**src/pic_pkg.sv**
```systemverilog
package pic_pkg;
   localparam int NUM_SLOTS = 13;
   localparam int NUM_GROUPS = 6;
   localparam int NUM_LEVELS = 4;
   localparam int LEVEL_W = 2;
   localparam int SLOT_W = 4;

   localparam logic [7:0] REG_IEN_FIRST = 8'ha8;
   localparam logic [7:0] REG_PRIO_LOW = 8'ha9;
   localparam logic [7:0] REG_IEN_SECOND = 8'hb8;
   localparam logic [7:0] REG_PRIO_HIGH = 8'hb9;
   localparam logic [7:0] REG_STATUS = 8'hc4;
   localparam logic [7:0] REG_FLAGS_LOW = 8'hc5;
   localparam logic [7:0] REG_FLAGS_HIGH = 8'hc6;
   localparam logic [7:0] REG_RESET = 8'h00;
   localparam logic [7:0] PRIO_FIELD_MASK = 8'h3f;

   localparam int GLOBAL_EN_BIT = 7;
   localparam int RESERVED_FIRST_BIT = 5;
   localparam int SERIAL_EN_BIT = 4;
   localparam int KEY_EN_BIT = 2;
   localparam int TIMER_EN_BIT = 1;
   localparam int EXTERNAL_EN_BIT = 0;
   localparam int SPI_EN_BIT = 7;
   localparam int INFRARED_EN_BIT = 5;
   localparam int USB_EN_BIT = 4;
   localparam int RESERVED_SECOND_BIT = 3;
   localparam int SECOND_TW_EN_BIT = 2;
   localparam int FIRST_TW_EN_BIT = 1;
   localparam int CONVERTER_EN_BIT = 0;

   localparam int STATUS_CALL_BIT = 7;
   localparam int STATUS_ACTIVE_BIT = 6;
   localparam int FLAGS_HIGH_W = NUM_SLOTS - 8;

   localparam int DETECT_CYCLES = 1;
   localparam int LCALL_CYCLES = 6;
   localparam int MIN_LATENCY_CYCLES = DETECT_CYCLES + LCALL_CYCLES;
   localparam logic [2:0] CALL_LAST = 3'(LCALL_CYCLES - 1);

   typedef enum logic [1:0] {PIC_IDLE = 2'b01, PIC_CALL = 2'b10} pic_state_type;
   typedef logic [15:0] pic_addr_type;

   // Slot index is the polling position minus one
   localparam pic_addr_type VECTOR_TABLE [NUM_SLOTS] = '{16'h0003, 16'h0083, 16'h0043, 16'h000b, 16'h004b,
      16'h0013, 16'h0053, 16'h001b, 16'h002b, 16'h0023, 16'h0063, 16'h005b, 16'h006b};
   localparam logic [2:0] GROUP_TABLE [NUM_SLOTS] = '{3'h0, 3'h0, 3'h0, 3'h1, 3'h1, 3'h2, 3'h2, 3'h3, 3'h3,
      3'h4, 3'h4, 3'h5, 3'h5};

   // Third reserved slot has no enable at all
   function automatic logic [NUM_SLOTS-1:0] pic_slot_enable(input logic [7:0] first, input logic [7:0] second);
      pic_slot_enable = {second[INFRARED_EN_BIT], 1'b0, second[USB_EN_BIT], first[SERIAL_EN_BIT],
         second[RESERVED_SECOND_BIT], first[RESERVED_FIRST_BIT], second[SECOND_TW_EN_BIT], first[KEY_EN_BIT],
         second[FIRST_TW_EN_BIT], first[TIMER_EN_BIT], second[CONVERTER_EN_BIT], second[SPI_EN_BIT],
         first[EXTERNAL_EN_BIT]};
   endfunction
endpackage

```
**src/pic_core_if.sv**
```systemverilog
`timescale 1ns/1ps
interface pic_core_if;
   import pic_pkg::*;
   logic [NUM_SLOTS-1:0] pending;
   logic [NUM_SLOTS-1:0][LEVEL_W-1:0] slot_level;
   logic win_valid;
   logic [SLOT_W-1:0] win_slot;
   logic [LEVEL_W-1:0] win_level;
   logic push;
   logic [LEVEL_W-1:0] push_level;
   logic pop;
   logic active_valid;
   logic [LEVEL_W-1:0] active_level;
   logic [NUM_LEVELS-1:0] in_service;

   modport arb (input pending, slot_level, output win_valid, win_slot, win_level);
   modport arb_user (output pending, slot_level, input win_valid, win_slot, win_level);
   modport svc (input push, push_level, pop, output active_valid, active_level, in_service);
   modport svc_user (output push, push_level, pop, input active_valid, active_level, in_service);
endinterface

```
**src/pic_arbiter.sv**
```systemverilog
`timescale 1ns/1ps
module pic_arbiter
   import pic_pkg::*;
(
   pic_core_if.arb arb
);
   logic found;
   logic [SLOT_W-1:0] slot;
   logic [LEVEL_W-1:0] level;

   always_comb begin
      found = 1'b0;
      slot = '0;
      level = '0;
      // Walking downward lets the earlier polling slot win a tie
      for (int i = NUM_SLOTS - 1; i >= 0; i--) begin
         if (arb.pending[i] && (!found || arb.slot_level[i] >= level)) begin
            found = 1'b1;
            slot = SLOT_W'(i);
            level = arb.slot_level[i];
         end
      end
   end

   assign arb.win_valid = found;
   assign arb.win_slot = slot;
   assign arb.win_level = level;
endmodule

```
**src/pic_service_track.sv**
```systemverilog
`timescale 1ns/1ps
module pic_service_track
   import pic_pkg::*;
(
   input wire logic core_clk,
   input wire logic rst_n,
   pic_core_if.svc svc
);
   typedef struct packed {
      logic [NUM_LEVELS-1:0] in_service;
   } pic_svc_state_type;

   pic_svc_state_type st_reg;
   pic_svc_state_type st_next;
   logic [LEVEL_W-1:0] top;

   always_comb begin
      top = '0;
      for (int i = 0; i < NUM_LEVELS; i++) begin
         if (st_reg.in_service[i]) begin
            top = LEVEL_W'(i);
         end
      end
      st_next = st_reg;
      // Return unwinds only the highest active level
      if (svc.pop && (|st_reg.in_service)) begin
         st_next.in_service[top] = 1'b0;
      end
      if (svc.push) begin
         st_next.in_service[svc.push_level] = 1'b1;
      end
   end

   always_ff @(posedge core_clk or negedge rst_n) begin
      if (!rst_n) begin
         st_reg <= '0;
      end else begin
         st_reg <= st_next;
      end
   end

   assign svc.active_valid = |st_reg.in_service;
   assign svc.active_level = top;
   assign svc.in_service = st_reg.in_service;

   chk_push_marks_level: assert property (@(posedge core_clk) disable iff (!rst_n)
      svc.push |=> st_reg.in_service[$past(svc.push_level)])
      else $error("pushed service level not recorded");

   chk_pop_unwinds_top: assert property (@(posedge core_clk) disable iff (!rst_n)
      svc.pop && !svc.push && svc.active_valid
      |=> st_reg.in_service == ($past(st_reg.in_service) & ~(4'h1 << $past(top))))
      else $error("return did not clear only the top level");
endmodule

```
**src/pic_controller.sv**
```systemverilog
`timescale 1ns/1ps
// Behaviour
// - Thirteen slots, ten sources, four levels.
// - Flags set regardless of enable bits.
// - Accepted request forces call next cycle.
// - Each slot vectors to its fixed address.
// - Only strictly higher level preempts service.
// - Return ends the active service level.
// - Latency: one detect plus six call cycles.
// - Six groups share priority settings.
// - Equal levels resolved by polling order.
// - High and low bits encode level.
// - Group n uses bit n of both.
// - Global enable gates every acknowledge.
// - First register enables serial, key, timer, external.
// - Second register enables remaining six sources.
module pic_controller
   import pic_pkg::*;
(
   input wire logic core_clk,
   input wire logic rst_n,
   input wire logic [7:0] reg_addr,
   input wire logic [7:0] reg_wdata,
   input wire logic reg_wr,
   input wire logic reg_rd,
   output logic [7:0] reg_rdata,
   input wire logic [NUM_SLOTS-1:0] src_event,
   input wire logic cpu_insn_boundary,
   input wire logic cpu_reti,
   output logic force_lcall,
   output logic [15:0] lcall_vector,
   output logic irq_ack
);
   typedef struct packed {
      pic_state_type state;
      logic [7:0] ien_first;
      logic [7:0] ien_second;
      logic [7:0] prio_low;
      logic [7:0] prio_high;
      logic [NUM_SLOTS-1:0] flags;
      logic [2:0] call_cnt;
      pic_addr_type vector;
      logic [SLOT_W-1:0] ack_slot;
      logic ack;
      logic [7:0] rdata;
   } pic_ctl_state_type;

   pic_ctl_state_type r_reg;
   pic_ctl_state_type r_next;

   pic_core_if cif ();

   logic [NUM_SLOTS-1:0] slot_en;
   logic global_en;
   logic take;
   logic accept;
   logic [NUM_SLOTS-1:0] clr_mask;
   logic [NUM_SLOTS-1:0] ack_mask;
   logic [7:0] status_byte;
   logic arb_miss;

   // Reserved slots only see requests if software breaks the zero-bit convention
   assign slot_en = pic_slot_enable(r_reg.ien_first, r_reg.ien_second);
   assign global_en = r_reg.ien_first[GLOBAL_EN_BIT];
   assign cif.pending = r_reg.flags & slot_en & {NUM_SLOTS{global_en}};

   genvar g;
   generate
      for (g = 0; g < NUM_SLOTS; g++) begin : g_slot_level
         // Slots of one group always share a level
         assign cif.slot_level[g] = {r_reg.prio_high[GROUP_TABLE[g]], r_reg.prio_low[GROUP_TABLE[g]]};
      end
   endgenerate

   pic_arbiter u_arbiter (
      .arb (cif.arb)
   );

   pic_service_track u_service (
      .core_clk (core_clk),
      .rst_n (rst_n),
      .svc (cif.svc)
   );

   // A return in the same cycle is served first so the stack never pushes and pops at once
   assign take = cif.win_valid && (!cif.active_valid || (cif.win_level > cif.active_level)) && !cpu_reti;
   assign accept = (r_reg.state == PIC_IDLE) && take && cpu_insn_boundary;

   assign cif.push = accept;
   assign cif.push_level = cif.win_level;
   assign cif.pop = cpu_reti;

   assign ack_mask = accept ? (NUM_SLOTS'(1) << cif.win_slot) : '0;

   always_comb begin
      clr_mask = '0;
      if (reg_wr && (reg_addr == REG_FLAGS_LOW)) begin
         clr_mask[7:0] = reg_wdata;
      end else if (reg_wr && (reg_addr == REG_FLAGS_HIGH)) begin
         clr_mask[NUM_SLOTS-1:8] = reg_wdata[FLAGS_HIGH_W-1:0];
      end
   end

   always_comb begin
      status_byte = '0;
      status_byte[STATUS_CALL_BIT] = (r_reg.state == PIC_CALL);
      status_byte[STATUS_ACTIVE_BIT] = cif.active_valid;
      status_byte[5:4] = cif.active_level;
      status_byte[3:0] = r_reg.ack_slot;
   end

   always_comb begin
      r_next = r_reg;
      r_next.ack = 1'b0;
      r_next.rdata = '0;

      if (reg_wr) begin
         if (reg_addr == REG_IEN_FIRST) begin
            r_next.ien_first = reg_wdata;
         end else if (reg_addr == REG_IEN_SECOND) begin
            r_next.ien_second = reg_wdata;
         end else if (reg_addr == REG_PRIO_LOW) begin
            r_next.prio_low = reg_wdata & PRIO_FIELD_MASK;
         end else if (reg_addr == REG_PRIO_HIGH) begin
            r_next.prio_high = reg_wdata & PRIO_FIELD_MASK;
         end
      end

      if (reg_rd) begin
         if (reg_addr == REG_IEN_FIRST) begin
            r_next.rdata = r_reg.ien_first;
         end else if (reg_addr == REG_IEN_SECOND) begin
            r_next.rdata = r_reg.ien_second;
         end else if (reg_addr == REG_PRIO_LOW) begin
            r_next.rdata = r_reg.prio_low;
         end else if (reg_addr == REG_PRIO_HIGH) begin
            r_next.rdata = r_reg.prio_high;
         end else if (reg_addr == REG_STATUS) begin
            r_next.rdata = status_byte;
         end else if (reg_addr == REG_FLAGS_LOW) begin
            r_next.rdata = r_reg.flags[7:0];
         end else if (reg_addr == REG_FLAGS_HIGH) begin
            r_next.rdata = {{(8 - FLAGS_HIGH_W){1'b0}}, r_reg.flags[NUM_SLOTS-1:8]};
         end
      end

      // New events win over both software and acknowledge clears
      r_next.flags = (r_reg.flags & ~clr_mask & ~ack_mask) | src_event;

      case (r_reg.state)
         PIC_IDLE: begin
            if (accept) begin
               r_next.state = PIC_CALL;
               r_next.call_cnt = CALL_LAST;
               r_next.vector = VECTOR_TABLE[cif.win_slot];
               r_next.ack_slot = cif.win_slot;
               r_next.ack = 1'b1;
            end
         end
         PIC_CALL: begin
            // Held for the whole forced call, the core fetches nothing else
            if (r_reg.call_cnt == 3'h0) begin
               r_next.state = PIC_IDLE;
            end else begin
               r_next.call_cnt = r_reg.call_cnt - 3'h1;
            end
         end
         default: begin
            r_next.state = PIC_IDLE;
         end
      endcase
   end

   always_ff @(posedge core_clk or negedge rst_n) begin
      if (!rst_n) begin
         r_reg.state <= PIC_IDLE;
         r_reg.ien_first <= REG_RESET;
         r_reg.ien_second <= REG_RESET;
         r_reg.prio_low <= REG_RESET;
         r_reg.prio_high <= REG_RESET;
         r_reg.flags <= '0;
         r_reg.call_cnt <= 3'h0;
         r_reg.vector <= 16'h0000;
         r_reg.ack_slot <= 4'h0;
         r_reg.ack <= 1'b0;
         r_reg.rdata <= 8'h00;
      end else begin
         r_reg <= r_next;
      end
   end

   assign reg_rdata = r_reg.rdata;
   assign force_lcall = (r_reg.state == PIC_CALL);
   assign lcall_vector = r_reg.vector;
   assign irq_ack = r_reg.ack;

   // Assertion helper: any pending slot the arbiter should have preferred
   always_comb begin
      arb_miss = 1'b0;
      for (int j = 0; j < NUM_SLOTS; j++) begin
         if (cif.pending[j] && (cif.slot_level[j] > cif.win_level)) begin
            arb_miss = 1'b1;
         end
         if (cif.pending[j] && (cif.slot_level[j] == cif.win_level) && (SLOT_W'(j) < cif.win_slot)) begin
            arb_miss = 1'b1;
         end
      end
   end

   chk_flag_captures_event: assert property (@(posedge core_clk) disable iff (!rst_n)
      (|src_event) |=> ((r_reg.flags & $past(src_event)) == $past(src_event)))
      else $error("event lost in flag register");

   chk_ack_vector_slot: assert property (@(posedge core_clk) disable iff (!rst_n)
      irq_ack |-> force_lcall && (lcall_vector == VECTOR_TABLE[r_reg.ack_slot]))
      else $error("acknowledge without matching vector");

   chk_call_six_cycles: assert property (@(posedge core_clk) disable iff (!rst_n)
      cif.push |=> force_lcall [*6] ##1 !force_lcall)
      else $error("forced call not six cycles long");

   chk_ack_follows_detect: assert property (@(posedge core_clk) disable iff (!rst_n)
      accept |=> irq_ack ##1 !irq_ack)
      else $error("acknowledge not one cycle after detection");

   chk_global_gate: assert property (@(posedge core_clk) disable iff (!rst_n)
      !global_en |-> ##1 !irq_ack)
      else $error("acknowledge while globally disabled");

   chk_pending_needs_enable: assert property (@(posedge core_clk) disable iff (!rst_n)
      irq_ack |-> (|($past(r_reg.flags & slot_en) & (13'h0001 << r_reg.ack_slot))) && $past(global_en))
      else $error("acknowledged slot was not pending and enabled");

   chk_poll_order: assert property (@(posedge core_clk) disable iff (!rst_n)
      cif.win_valid |-> !arb_miss)
      else $error("arbiter skipped a higher or earlier request");

   chk_strict_preempt: assert property (@(posedge core_clk) disable iff (!rst_n)
      irq_ack && $past(cif.active_valid) |-> $past(cif.win_level) > $past(cif.active_level))
      else $error("preempted by equal or lower level");

   chk_reti_no_push: assert property (@(posedge core_clk) disable iff (!rst_n)
      cpu_reti |-> !cif.push)
      else $error("push collided with return");

   chk_ack_marks_service: assert property (@(posedge core_clk) disable iff (!rst_n)
      accept |=> cif.active_valid && (cif.active_level >= $past(cif.win_level)))
      else $error("accepted level not in service");

   chk_flag_cleared_on_ack: assert property (@(posedge core_clk) disable iff (!rst_n)
      irq_ack && (($past(src_event) & (13'h0001 << r_reg.ack_slot)) == 13'h0000) |-> !r_reg.flags[r_reg.ack_slot])
      else $error("acknowledged flag still set");

   // Register access checks
   chk_rdata_read_only: assert property (@(posedge core_clk) disable iff (!rst_n)
      !reg_rd
      |=> reg_rdata == 8'h00)
      else $error("read data outside the read slot");

   chk_first_enable_write: assert property (@(posedge core_clk) disable iff (!rst_n)
      reg_wr && (reg_addr == REG_IEN_FIRST)
      |=> r_reg.ien_first == $past(reg_wdata))
      else $error("first enable write lost");

   chk_second_enable_write: assert property (@(posedge core_clk) disable iff (!rst_n)
      reg_wr && (reg_addr == REG_IEN_SECOND)
      |=> r_reg.ien_second == $past(reg_wdata))
      else $error("second enable write lost");

   chk_prio_low_kept: assert property (@(posedge core_clk) disable iff (!rst_n)
      reg_wr && (reg_addr == REG_PRIO_LOW)
      |=> (r_reg.prio_low[5:0] == $past(reg_wdata[5:0])) && (r_reg.prio_low[7:6] == 2'b00))
      else $error("low priority bits stored wrongly");

   chk_prio_high_kept: assert property (@(posedge core_clk) disable iff (!rst_n)
      reg_wr && (reg_addr == REG_PRIO_HIGH)
      |=> (r_reg.prio_high[5:0] == $past(reg_wdata[5:0])) && (r_reg.prio_high[7:6] == 2'b00))
      else $error("high priority bits stored wrongly");

   chk_flag_write_clear: assert property (@(posedge core_clk) disable iff (!rst_n)
      reg_wr && (reg_addr == REG_FLAGS_LOW) && !(|src_event[7:0])
      |=> (r_reg.flags[7:0] & $past(reg_wdata)) == 8'h00)
      else $error("written flag bits not cleared");

   chk_flag_only_by_event: assert property (@(posedge core_clk) disable iff (!rst_n)
      !(|src_event)
      |=> (r_reg.flags & ~$past(r_reg.flags)) == 13'h0000)
      else $error("flag set without an event");

   // Call sequencing checks
   chk_no_push_in_call: assert property (@(posedge core_clk) disable iff (!rst_n)
      force_lcall
      |-> !cif.push)
      else $error("accept during a forced call");

   chk_vector_held: assert property (@(posedge core_clk) disable iff (!rst_n)
      force_lcall && !irq_ack
      |-> $stable(lcall_vector))
      else $error("vector changed inside a forced call");

   chk_spare_slot_quiet: assert property (@(posedge core_clk) disable iff (!rst_n)
      cif.win_valid
      |-> !cif.pending[11])
      else $error("slot without enable became pending");

   chk_ack_needs_boundary: assert property (@(posedge core_clk) disable iff (!rst_n)
      irq_ack
      |-> $past(cpu_insn_boundary) && !$past(cpu_reti))
      else $error("acknowledge outside an instruction boundary");

   chk_ack_from_idle: assert property (@(posedge core_clk) disable iff (!rst_n)
      irq_ack
      |-> $past(r_reg.state) == PIC_IDLE)
      else $error("acknowledge while a call was running");

   chk_call_count_range: assert property (@(posedge core_clk) disable iff (!rst_n)
      force_lcall
      |-> r_reg.call_cnt <= CALL_LAST)
      else $error("call counter out of range");

   chk_call_ends_idle: assert property (@(posedge core_clk) disable iff (!rst_n)
      force_lcall && (r_reg.call_cnt == 3'h0)
      |=> !force_lcall)
      else $error("forced call overran its last cycle");

   chk_global_blocks_pending: assert property (@(posedge core_clk) disable iff (!rst_n)
      !global_en
      |-> cif.pending == 13'h0000)
      else $error("request pending while globally disabled");

   chk_push_strictly_higher: assert property (@(posedge core_clk) disable iff (!rst_n)
      cif.push
      |-> !cif.active_valid || (cif.push_level > cif.active_level))
      else $error("pushed level not above active level");

   chk_state_onehot: assert property (@(posedge core_clk) disable iff (!rst_n)
      1'b1
      |-> $onehot(r_reg.state))
      else $error("call state not one-hot");
endmodule

```
**config.mk**
```make
export PLATFORM = sky130hd
export DESIGN_NAME = pic_controller
export DESIGN_NICKNAME = d
export VERILOG_FILES = /design/src/pic_pkg.sv /design/src/pic_core_if.sv /design/src/pic_arbiter.sv /design/src/pic_service_track.sv /design/src/pic_controller.sv
export SDC_FILE = /design/constraint.sdc
export NUM_CORES = 1
export LEC_CHECK = 0
export BUFFER_PORTS_ARGS = -buffer_cell sky130_fd_sc_hd__buf_4
export CAP_MARGIN = 10
export CORE_MARGIN = 10
export CORE_UTILIZATION = 50
export DETAILED_ROUTE_END_ITERATION = 8
export PLACE_DENSITY_LB_ADDON = 0.3
export SETUP_SLACK_MARGIN = 0.15
export SYNTH_ARGS = -nofsm -noshare
export SYNTH_HDL_FRONTEND = slang
export SYNTH_SLANG_ARGS = --single-unit
export TNS_END_PERCENT = 20
```
**constraint.sdc**
```tcl
create_clock -name core_clk -period 31.1 [get_ports core_clk]
set_input_delay 3.11 -clock core_clk [delete_from_list [all_inputs] [get_ports core_clk]]
set_output_delay 3.11 -clock core_clk [all_outputs]
set_load 0.01 [all_outputs]
```
* Word level (Yosys, flattened, before mapping)
Memories as Yosys holds them, arrays and structs flattened.
Index checks and enable logic that the tools add are counted.
** Cells by class
- Add/subtract/negate cells :: 1
- $mul :: 0
- Divide/modulo/power cells :: 0
- $lt $le $gt $ge :: 18
- Eq/ne operators :: 12
- Shifts and indexed selects :: 1
- Muxes and demuxes :: 69
- Bitwise operators :: 14
- Reduce and logical (&&, ||, !) cells :: 58
** Operators by type and width (number)
- two-way mux 8 bit :: 8
- two-way mux 4 bit :: 15
- == test 8 bit, second input constant :: 7
- bitwise AND 13 bit :: 4
- two-way mux 2 bit :: 17
- two-way mux 16 bit :: 2
- inverter 13 bit :: 2
- >= comparator 2 bit :: 12
- two-way mux 24 bit :: 1
- logical AND 1 bit :: 21
- two-way mux 1 bit :: 17
- two-way mux 5 bit :: 3
- zero test 1 bit :: 14
- logical OR 1 bit :: 13
- two-way mux 13 bit :: 1
- bitwise OR 13 bit :: 1
- << shifter 1 x 4 -> 13 bit, first input constant :: 1
- less-than comparator 2 x 3 -> 1 bit, second input constant :: 2
- one-hot mux 3 bit (2 select lines) :: 1
- AND reduction 2 bit :: 3
- AND reduction 3 bit :: 2
- >= comparator 5 bit, second input constant :: 1
- inverter 4 -> 5 bit :: 1
- AND reduction 5 bit :: 1
- other kinds (18) :: 23
** Storage, ports and cells
- Register bits after elaboration :: 79
- Latch bits :: 0
- RAM bits :: 0
- ROM bits :: 256
- Input bits :: 35
- Output and inout port bits :: 26
- Logic and storage cells :: 186
- Memories kept :: 1
** Memories
- (no name shown) :: words 16, width 16, rd ports 1, clocked after Yosys merged registers in 0, write ports 0, RTL line pic_controller.sv:155 : r_next.vector = VECTOR_TABLE[cif.win_slot];

* Longest topological paths before layout
Gate-level depths: netlist of the first run.
- Depth after elaboration :: 61
- Depth in mapped cells :: 83

* By module
Synthesis of the first run repeated with hierarchy kept, for this count alone.
** Second synthesis, totals
- Cells, all modules :: 552
- Area total of the unflattened synthesis :: 5114.9 µm²
** Modules (own cells, without submodules)
- pic_controller :: instances 1, cells an instance 350, area an instance 3664.8 µm²
- pic_arbiter :: instances 1, cells an instance 182, area an instance 1256.2 µm²
- pic_service_track :: instances 1, cells an instance 20, area an instance 193.9 µm²

* Worst setup path before layout of the first run
No wires, ideal clock.
- Path kind :: flip-flop to flip-flop
- Start point :: reg r_reg (netlist bit global_en)
- End point :: reg u_service.st_reg (netlist bit u_service.svc.in_service[3])
- Library setup time :: 124 ps
- Data arrival time :: 14672 ps
- Slack :: 16304 ps
- Cell stages (with the launch flop) :: 77
- Clock period less this slack :: 14796 ps
- Cell sequence :: dfrtp_1 > clkbuf_1 > and3_1 > ha_1 > nand2b_1 > a211oi_1 > a2bb2oi_1 > nand2b_1 > ha_1 > a221oi_2 > nor2_1 > o21ai_0 > o21a_1 > nor2_1 > ha_1 > nand2b_1 > a211oi_2 > nor3_1 > (+41 left out) > nor2_1 > mux2_2 > ha_1 > nand2b_1 > a21oi_1 > a21oi_1 > or2_2 > o21ai_0 > o21ai_0 > ha_1 > nor2b_1 > o21ai_0 > nand2_1 > o311ai_4 > inv_2 > and4_4 > o211a_1 > a211o_1
** RTL lines
- start, declared :: RTL line pic_controller.sv:48 : pic_ctl_state_type r_reg;
- start signal, assigned :: RTL line pic_controller.sv:188 : r_reg <= r_next;
- end signal, assigned :: RTL line pic_service_track.sv:38 : st_reg <= st_next;
- end, declared :: RTL line pic_service_track.sv:13 : pic_svc_state_type st_reg;

==> impl_summary.txt, run 1 <==
----------------------------------------------------
[Die]
  Die Footprint ... 0.01428 sq mm
  Initial Utilization ... 50.89%
  Die Height ... roughly 120 microns
  Number of rows created at floorplan ... 36
  Core area ... about 0.0097 sq mm
  I/O pin total ... between 60 and 70
  Die width ... between 100 and 150 microns

[STA]
  Endpoints failing setup ... 0
  Max Fclk ... 0.05729 GHz
  Hold slack final ... 0.4778 ns
  Final TNS setup ... 0 ns
  Skew final ... 0.008747 ns
  Slew at the pin with the worst max-slew slack ... around 0.89 ns
  Final critical delay including setup and external delays ... 17.46 ns
  Final Worst Setup Slack ... 13.64 ns
  Share of the clock period used by the worst path after layout ... between 50% and 60%
  Final hold violation count ... 0
  Unrepaired setup endpoints after global routing ... false
  Total count of max-transition violations in the final report ... 0
  Relative slew margins ... roughly two fifths

[Hold path]
  Hold path start ... r_reg[11]
  End point of the most critical hold path ... r_reg[11]
  Worst hold path depth ... 2
  Min-Delay Path Class ... reg2reg

[Clocking]
  Inserted Clock Buffers ... 9
  Clock-pin slew on the worst setup and hold paths ... 0.08 ns
  Number of post-CTS setup repair buffers ... 0
  Root buffer selected by CTS ... sky130_fd_sc_hd__clkbuf_8
  PostCTS Resize Cnt ... 0
  Depth of the CTS H-tree ... 3
  CTS max path bufs ... 2
  Number of clock sinks ... slightly below 70
  Clock latency of the later-clocked register in the worst-skew pair ... approximately 0.36 ns
  Count of hold-fix buffers inserted at cts ... 0
  Clock tree from TritonCTS ... done

[Placement]
  Post-place setup slack ... about 14 ns
  RD Place Congestion ... 0.9563
  Half-perimeter wire length after detailed placement ... 10660 microns
  Number of input and output port buffers inserted ... 51

[Setup path]
  Cell mode on critical path ... sky130_fd_sc_hd__ha_1
  Critical path peak fanout ... 17
  Critical register-to-register path startpoint ... global_en
  Slowest stage cell, crit path ... sky130_fd_sc_hd__dfrtp_1
  Endpoint arrival time on the critical path ... between 15 and 20 ns
  CP startpoint kind ... register
  Endpoint required time on the critical path ... between 30 and 40 ns
  Crit path kind ... reg2reg
  Slowest Stage Delay on Critical Path ... 0.72 ns
  Cell depth of the worst flop-to-flop path ... 75
  Crit end category ... register
  Setup slack of the worst register-to-register path ... 13.64 ns
  Reg-to-Reg End ... r_reg[42]

[Route]
  Detailed-route DRC error count ... 0
  Count of routing violations after the opening detailed-route iteration ... 478
  Detail-routed net length per standard cell ... 19.81 microns
  Vias ... 4388
  Routed wire length ... roughly 14000 microns
  Via-per-instance ratio ... ~6.1
  Number of detailed-route iterations in the first pass ... 6
  Count of antenna-violating nets left after detailed routing ... 0

[Yosys]
  Synth Flop Type ... sky130_fd_sc_hd__dfrtp_1
  Area of the mapped netlist ... roughly 0.005 sq mm
  Synth Warn # ... 0
  Unique masters post-synth ... 75
  Number of enable-type register cells in the synthesized netlist ... 0
  Post-synthesis cell count ... 545
  Async set or reset register ratio after synthesis ... 100.0%
  Number of register bits inferred by synthesis ... 69
  Syn avg cell area ... 9.084 sq um
  Register area share after synthesis ... 34.90%
  Cell accounting for the most synthesized area ... sky130_fd_sc_hd__dfrtp_1
  Top post-synthesis cells by area ... sky130_fd_sc_hd__dfrtp_1, sky130_fd_sc_hd__ha_1, sky130_fd_sc_hd__mux2_2
  Area share of the largest cell type after synthesis ... 34.37%

[Power and ir drop]
  Max IR drop VDD ... 44.87 uV
  Reported leakage power ... 2.597 nW
  Cell Pwr Density ... 38.72 mW/mm^2

[Final layout]
  Area growth from synthesis to layout ... 11.57%
  Number of flip-flops in the largest register ... 37
  Fraction of layout instances using a drive strength above 1 ... 21.34%
  Final #Nets ... 640
  Number of diodes ... 0
  Leading cell type in the layout, fill and taps excluded ... sky130_fd_sc_hd__nand2_1
  Commonest cells after routing, fill and taps aside ... sky130_fd_sc_hd__nand2_1, sky130_fd_sc_hd__dfrtp_1, sky130_fd_sc_hd__buf_4, sky130_fd_sc_hd__o21ai_0, sky130_fd_sc_hd__nor2_1

[Flow run]
  MaxCap Viol Count ... 0

[Global route]
  Largest net degree at the start of global routing ... 70
  Wire length of the first global-routing pass ... ~23000 microns
  Combined global-route utilization of all metal layers ... 19.43%
  Overflow left after global routing ... 0
  Via count of the first global-routing pass ... 4411
  Antenna violations before repair ... 0

[Run status]
  Status ... finished clean

----------------------------------------------------
stage by stage:
| stage | utilization, % | std cells | area [sq um] | power [mW] |
|---|---|---|---|---|
| final | 56.78 | 714 | 5524 | 0.2139 |
| after global routing | 56.78 | 714 | 5524 | 0.2215 |
| after CTS | 56.78 | 714 | 5524 | 0.2146 |
| after detailed placement | 54.36 | 699 | 5289 | 0.1256 |
| after global placement | 54.36 | 699 | 5289 | 0.1246 |
| after floorplan | - | 553 | 4981 | 0.1146 |
worst max-delay path: cells and delay by family (launching register included):
kind,cells,cell delay (ns)
compound gates,28,6.84
flops,1,0.72
mux,4,1.35
buf+inv,2,0.47
fa+ha+maj,12,3.37
simple gates,29,4.55
worst max-delay path by stage:
stage,from,cells after the start,endpoint
after floorplan,global_en,76,u_service.svc.in_service[3]
after global placement,global_en,76,r_reg[42]
after detailed placement,global_en,74,r_reg[42]
after CTS,global_en,74,r_reg[42]
after global routing,global_en,77,r_reg[42]
final,global_en,75,r_reg[42]
per-layer routing:
metal	vias up	global-route usage (%)	share of wire [%]
li1	2033	-	-
met1	2157	24.33	43
met2	176	31.46	48
met3	22	5.391	7.2
met4	0	6.938	2.2
met5	-	0	0
logic make-up after synthesis:
group	count (synthesis)	share of synthesized area, %
DFF	69	34.90
xor gates and xnor gates	1	0.1769
and+or+nand+nor	194	19.43
adders and majority gates	28	7.076
AOI/OAI and AO/OA	152	22.80
buffers and inverters	62	6.849
other	1	0.07574
muxes	38	8.693
area by class of cell:
| type | count | area [sq um] |
|---|---|---|
| fillers | 880 | 4205 |
| multi-input cells | 422 | 2914 |
| flip-flops and latches | 69 | 1728 |
| repair buffers | 53 | 397.9 |
| well taps | 133 | 166.4 |
| clock buffers | 9 | 123.9 |
| clock inverters | 6 | 111.4 |
| inverters | 22 | 82.58 |
synth_stat cells, types with 4 or more instances:
| cell | count |
|---|---|
| sky130_fd_sc_hd__nand4_1 | 8 |
| sky130_fd_sc_hd__nand2_1 | 73 |
| sky130_fd_sc_hd__a22oi_1 | 12 |
| sky130_fd_sc_hd__and3_1 | 10 |
| sky130_fd_sc_hd__inv_1 | 21 |
| sky130_fd_sc_hd__nor2b_1 | 9 |
| sky130_fd_sc_hd__o31a_1 | 4 |
| sky130_fd_sc_hd__a211oi_1 | 5 |
| sky130_fd_sc_hd__a211oi_2 | 4 |
| sky130_fd_sc_hd__o21ai_0 | 40 |
| sky130_fd_sc_hd__mux2_2 | 26 |
| sky130_fd_sc_hd__clkbuf_1 | 11 |
| sky130_fd_sc_hd__o21a_1 | 5 |
| sky130_fd_sc_hd__nor3b_1 | 4 |
| sky130_fd_sc_hd__dfrtp_1 | 68 |
| sky130_fd_sc_hd__nor3_1 | 4 |
| sky130_fd_sc_hd__nor2_1 | 30 |
| sky130_fd_sc_hd__buf_4 | 24 |
| sky130_fd_sc_hd__ha_1 | 28 |
| sky130_fd_sc_hd__a21boi_0 | 4 |
| sky130_fd_sc_hd__nand3_1 | 17 |
| sky130_fd_sc_hd__mux2i_1 | 10 |
| sky130_fd_sc_hd__o21bai_1 | 5 |
| sky130_fd_sc_hd__a21oi_1 | 21 |
| sky130_fd_sc_hd__nand2b_1 | 20 |
| sky130_fd_sc_hd__a31o_2 | 7 |
power by group:
part	leakage, nW	switching, mW	internal, mW
sequential	0.845	0.00334	0.0926
clock	0.116	0.0366	0.0529
combinational	1.64	0.0167	0.0116
total	2.60	0.0567	0.157
Power figures use the tool's default switching activity.
==> run 2: changes to the inputs <==
--- a/config.mk
+++ b/config.mk
@@ -5,6 +5,7 @@
 export SDC_FILE = /design/constraint.sdc
 export NUM_CORES = 1
 export LEC_CHECK = 0
+export ABC_AREA = 1
 export BUFFER_PORTS_ARGS = -buffer_cell sky130_fd_sc_hd__buf_4
 export CAP_MARGIN = 10
 export CORE_MARGIN = 10
==> constraint.sdc (replaced) <==
create_clock -name core_clk -period 15.8 [get_ports core_clk]
set_input_delay 1.58 -clock core_clk [delete_from_list [all_inputs] [get_ports core_clk]]
set_output_delay 1.58 -clock core_clk [all_outputs]
set_load 0.01 [all_outputs]
==> impl_summary.txt, run 2 <==
----------------------------------------------------
[Setup path]
  Crit end category ... register
  Endpoint required time on the critical path ... 16.02 ns (-15.33 ns)
  Crit path kind ... reg2reg
  Cell mode on critical path ... sky130_fd_sc_hd__nand2_1
  CP startpoint kind ... register
  Slowest stage cell, crit path ... sky130_fd_sc_hd__dfrtp_1
  Slowest Stage Delay on Critical Path ... 0.67 ns (-0.05 ns)
  Endpoint arrival time on the critical path ... 12.93 ns (-4.77 ns)
  Critical path peak fanout ... 14 (-3)

[Die]
  Die Height ... 117.8 microns (-1.5%)
  Die width ... 117.8 microns (-1.5%)
  Die Footprint ... 0.01387 sq mm (-2.9%)
  Initial Utilization ... 51.47% (+0.58 points)
  Core area ... 0.009284 sq mm (-4.6%)
  I/O pin total ... 61 (unchanged)
  Number of rows created at floorplan ... 35 (-2.8%)

[Placement]
  RD Place Congestion ... 0.9458 (-1.1%)
  Number of input and output port buffers inserted ... 51 (unchanged)
  Half-perimeter wire length after detailed placement ... 10090 microns (-5.4%)

[Yosys]
  Post-synthesis cell count ... 640 (+17%)
  Cell with the most instances after synthesis ... sky130_fd_sc_hd__nand2_1
  Number of enable-type register cells in the synthesized netlist ... 0 (unchanged)
  Register area share after synthesis ... 36.16% (+1.3 points)
  Area share of the largest cell type after synthesis ... 35.61% (+1.2 points)
  Number of register bits inferred by synthesis ... 69 (unchanged)
  Unique masters post-synth ... 42 (-44%)
  Area of the mapped netlist ... 0.004778 sq mm (-3.5%)
  Async set or reset register ratio after synthesis ... 100.0% (unchanged)
  Top post-synthesis cells by area ... sky130_fd_sc_hd__dfrtp_1, sky130_fd_sc_hd__nand2_1, sky130_fd_sc_hd__inv_1
  Synth Warn # ... 0 (unchanged)
  Synth Flop Type ... sky130_fd_sc_hd__dfrtp_1
  Syn avg cell area ... 7.466 sq um (-18%)
  Cell accounting for the most synthesized area ... sky130_fd_sc_hd__dfrtp_1
  Post-synth top cells ... sky130_fd_sc_hd__nand2_1, sky130_fd_sc_hd__inv_1, sky130_fd_sc_hd__o21ai_0

[Global route]
  Via count of the first global-routing pass ... 4311 (-2.3%)
  Combined global-route utilization of all metal layers ... 18.01% (-1.4 points)
  Largest net degree at the start of global routing ... 70 (unchanged)
  Wire length of the first global-routing pass ... 20960 microns (-6.8%)
  Antenna violations before repair ... 0 (unchanged)
  Overflow left after global routing ... 0 (unchanged)

[Power and ir drop]
  Combinational share of power ... 9.3% (-4.0 points)
  Cell-internal power ... 0.3016 mW (+92%)
  Clock network fraction of design power ... 43.7% (+1.8 points)
  Net switching power of the design ... 0.09656 mW (+70%)
  Max IR drop VDD ... 61.50 uV (+37%)
  Part of the power in registers ... 47.0% (+2.1 points)
  Switching portion of total power ... 24.25% (-2.3 points)
  Final total power ... 0.3982 mW (+86%)
  Cell Pwr Density ... 74.09 mW/mm^2 (+91%)
  Reported leakage power ... 2.906 nW (+12%)

[Flow run]
  MaxCap Viol Count ... 0 (unchanged)

[Route]
  Detailed-route DRC error count ... 0 (unchanged)
  Vias ... 4317 (-1.6%)
  Detail-routed net length per standard cell ... 15.53 microns (-22%)
  Count of routing violations after the opening detailed-route iteration ... 324 (-32%)
  Number of detailed-route iterations in the first pass ... 5 (-1)
  Via-per-instance ratio ... 5.317 (-13%)
  Count of antenna-violating nets left after detailed routing ... 0 (unchanged)
  Routed wire length ... 12610 microns (-11%)

[STA]
  Share of the clock period used by the worst path after layout ... 80.41% (+24 points)
  Slew at the pin with the worst max-slew slack ... 0.8471 ns (-0.04525 ns)
  Final hold violation count ... 0 (unchanged)
  Relative slew margins ... 43.52% (+3.0 points)
  Skew final ... 0.01549 ns (+0.006740 ns)
  Final critical delay including setup and external delays ... 12.70 ns (-4.751 ns)
  Hold slack final ... 0.4858 ns (+0.008023 ns)
  Unrepaired setup endpoints after global routing ... false
  Total count of max-transition violations in the final report ... 0 (unchanged)
  Endpoints failing setup ... 0 (unchanged)
  Max Fclk ... 0.07871 GHz (+37%)
  Final TNS setup ... 0 ns (unchanged)

[Clocking]
  PostCTS Resize Cnt ... 0 (unchanged)
  Clock tree from TritonCTS ... done
  Clock latency of the later-clocked register in the worst-skew pair ... 0.35 ns (about the same)
  Root buffer selected by CTS ... sky130_fd_sc_hd__clkbuf_8
  Inserted Clock Buffers ... 9 (unchanged)
  Count of hold-fix buffers inserted at cts ... 0 (unchanged)
  Number of clock sinks ... 69 (unchanged)
  Depth of the CTS H-tree ... 3 (unchanged)
  Number of post-CTS setup repair buffers ... 0 (unchanged)
  CTS max path bufs ... 2 (unchanged)
  Clock-pin slew on the worst setup and hold paths ... 0.09 ns (about the same)

[Final layout]
  Final cell utilization of the core ... 57.88% (+1.1 points)
  Number of flip-flops in the largest register ... 37 (unchanged)
  Area growth from synthesis to layout ... 12.46%
  Fraction of layout instances using a drive strength above 1 ... 16.54% (-4.8 points)
  Leading cell type in the layout, fill and taps excluded ... sky130_fd_sc_hd__nand2_1
  Commonest cells after routing, fill and taps aside ... sky130_fd_sc_hd__nand2_1, sky130_fd_sc_hd__inv_1, sky130_fd_sc_hd__o21ai_0, sky130_fd_sc_hd__dfrtp_1, sky130_fd_sc_hd__buf_4
  Final #Nets ... 741 (+16%)
  Number of diodes ... 0 (unchanged)

[Run status]
  Status ... finished clean

[Hold path]
  Min-Delay Path Class ... reg2reg

----------------------------------------------------
run 2: cell types whose count changed in the layout (fill, tap and decap cells not counted), moves of 8 or more:
cell                       delta
sky130_fd_sc_hd__inv_1       +84
sky130_fd_sc_hd__nand2_1     +65
sky130_fd_sc_hd__o21ai_0     +31
sky130_fd_sc_hd__mux2_2      -26
sky130_fd_sc_hd__nand2b_1    -20
sky130_fd_sc_hd__nand2_2     +15
sky130_fd_sc_hd__a22oi_1     -11
sky130_fd_sc_hd__and3_1      -10
sky130_fd_sc_hd__mux2i_1     -10
sky130_fd_sc_hd__nand3_1      +9
sky130_fd_sc_hd__nor2b_1      -9
sky130_fd_sc_hd__o211ai_1     +9
sky130_fd_sc_hd__nand3_2      +8
run 2: worst max-delay path: cells and delay by family (launching register included):
kind / cells / cell delay [ns]
adder cells (fa/ha/maj): 12 / 3.14
buffers and inverters: 12 / 1.16
flip-flops: 1 / 0.67
AO/OA/AOI/OAI: 21 / 2.72
AND/OR/NAND/NOR: 47 / 4.85
run 2: logic make-up after synthesis:
| kind of cell | after synthesis | synth area share (%) |
|---|---|---|
| other cells | 1 | 0.07848 |
| fa+ha+maj | 28 | 7.332 |
| buf+inv | 144 | 13.43 |
| flops | 69 | 36.16 |
| compound gates | 140 | 17.36 |
| simple gates | 258 | 25.64 |
run 2: path summary, 6_finish.rpt:
path                                    start                  to  slack, ns  depth (start not counted)
max in group asynchronous               rst_n     lcall_vector[3]      13.91                          1
setup reg to reg                    global_en           r_reg[39]       3.10                         92
setup / recovery                    global_en           r_reg[39]       3.10                         92
hold / removal             cif.slot_level[18]  cif.slot_level[18]       0.49                          2
min in group asynchronous               rst_n           r_reg[67]       1.33                          1
hold reg to reg            cif.slot_level[18]  cif.slot_level[18]       0.49                          2
run 2: through the flow:
stage / instance area (sq um) / instances / setup WS [ns]
global placement: 5134 / 796 / 3.616
CTS: 5374 / 812 / 3.143
detailed placement: 5134 / 796 / 3.211
finish: 5374 / 812 / 3.095
global route: 5374 / 812 / 1.674
floorplan: 4808 / 648 / 5.255
run 2: layout make-up:
class / instances / area, sq um
fill: 877 / 3910
multi-input combinational: 435 / 2439
sequential: 69 / 1728
inverter: 112 / 422.9
timing repair buffer: 51 / 382.9
tap: 129 / 161.4
clock buffer: 10 / 127.6
clock inverter: 6 / 112.6
run 2: layer usage:
metal	track usage (%)	wire length [microns]
met1	23.19	5726
met2	29.44	5854
met3	3.693	746
met4	5.796	281
met5	0	0
run 2: power by group through the flow:
stage          sequential, mW  clock [mW]  combinational, mW
3_5_place_dp            0.190           0             0.0370
3_3_place_gp            0.190           0             0.0357
4_1_cts                 0.187       0.176             0.0371
5_1_grt                 0.188       0.183             0.0418
2_1_floorplan           0.188           0             0.0222
6_report                0.187       0.174             0.0370
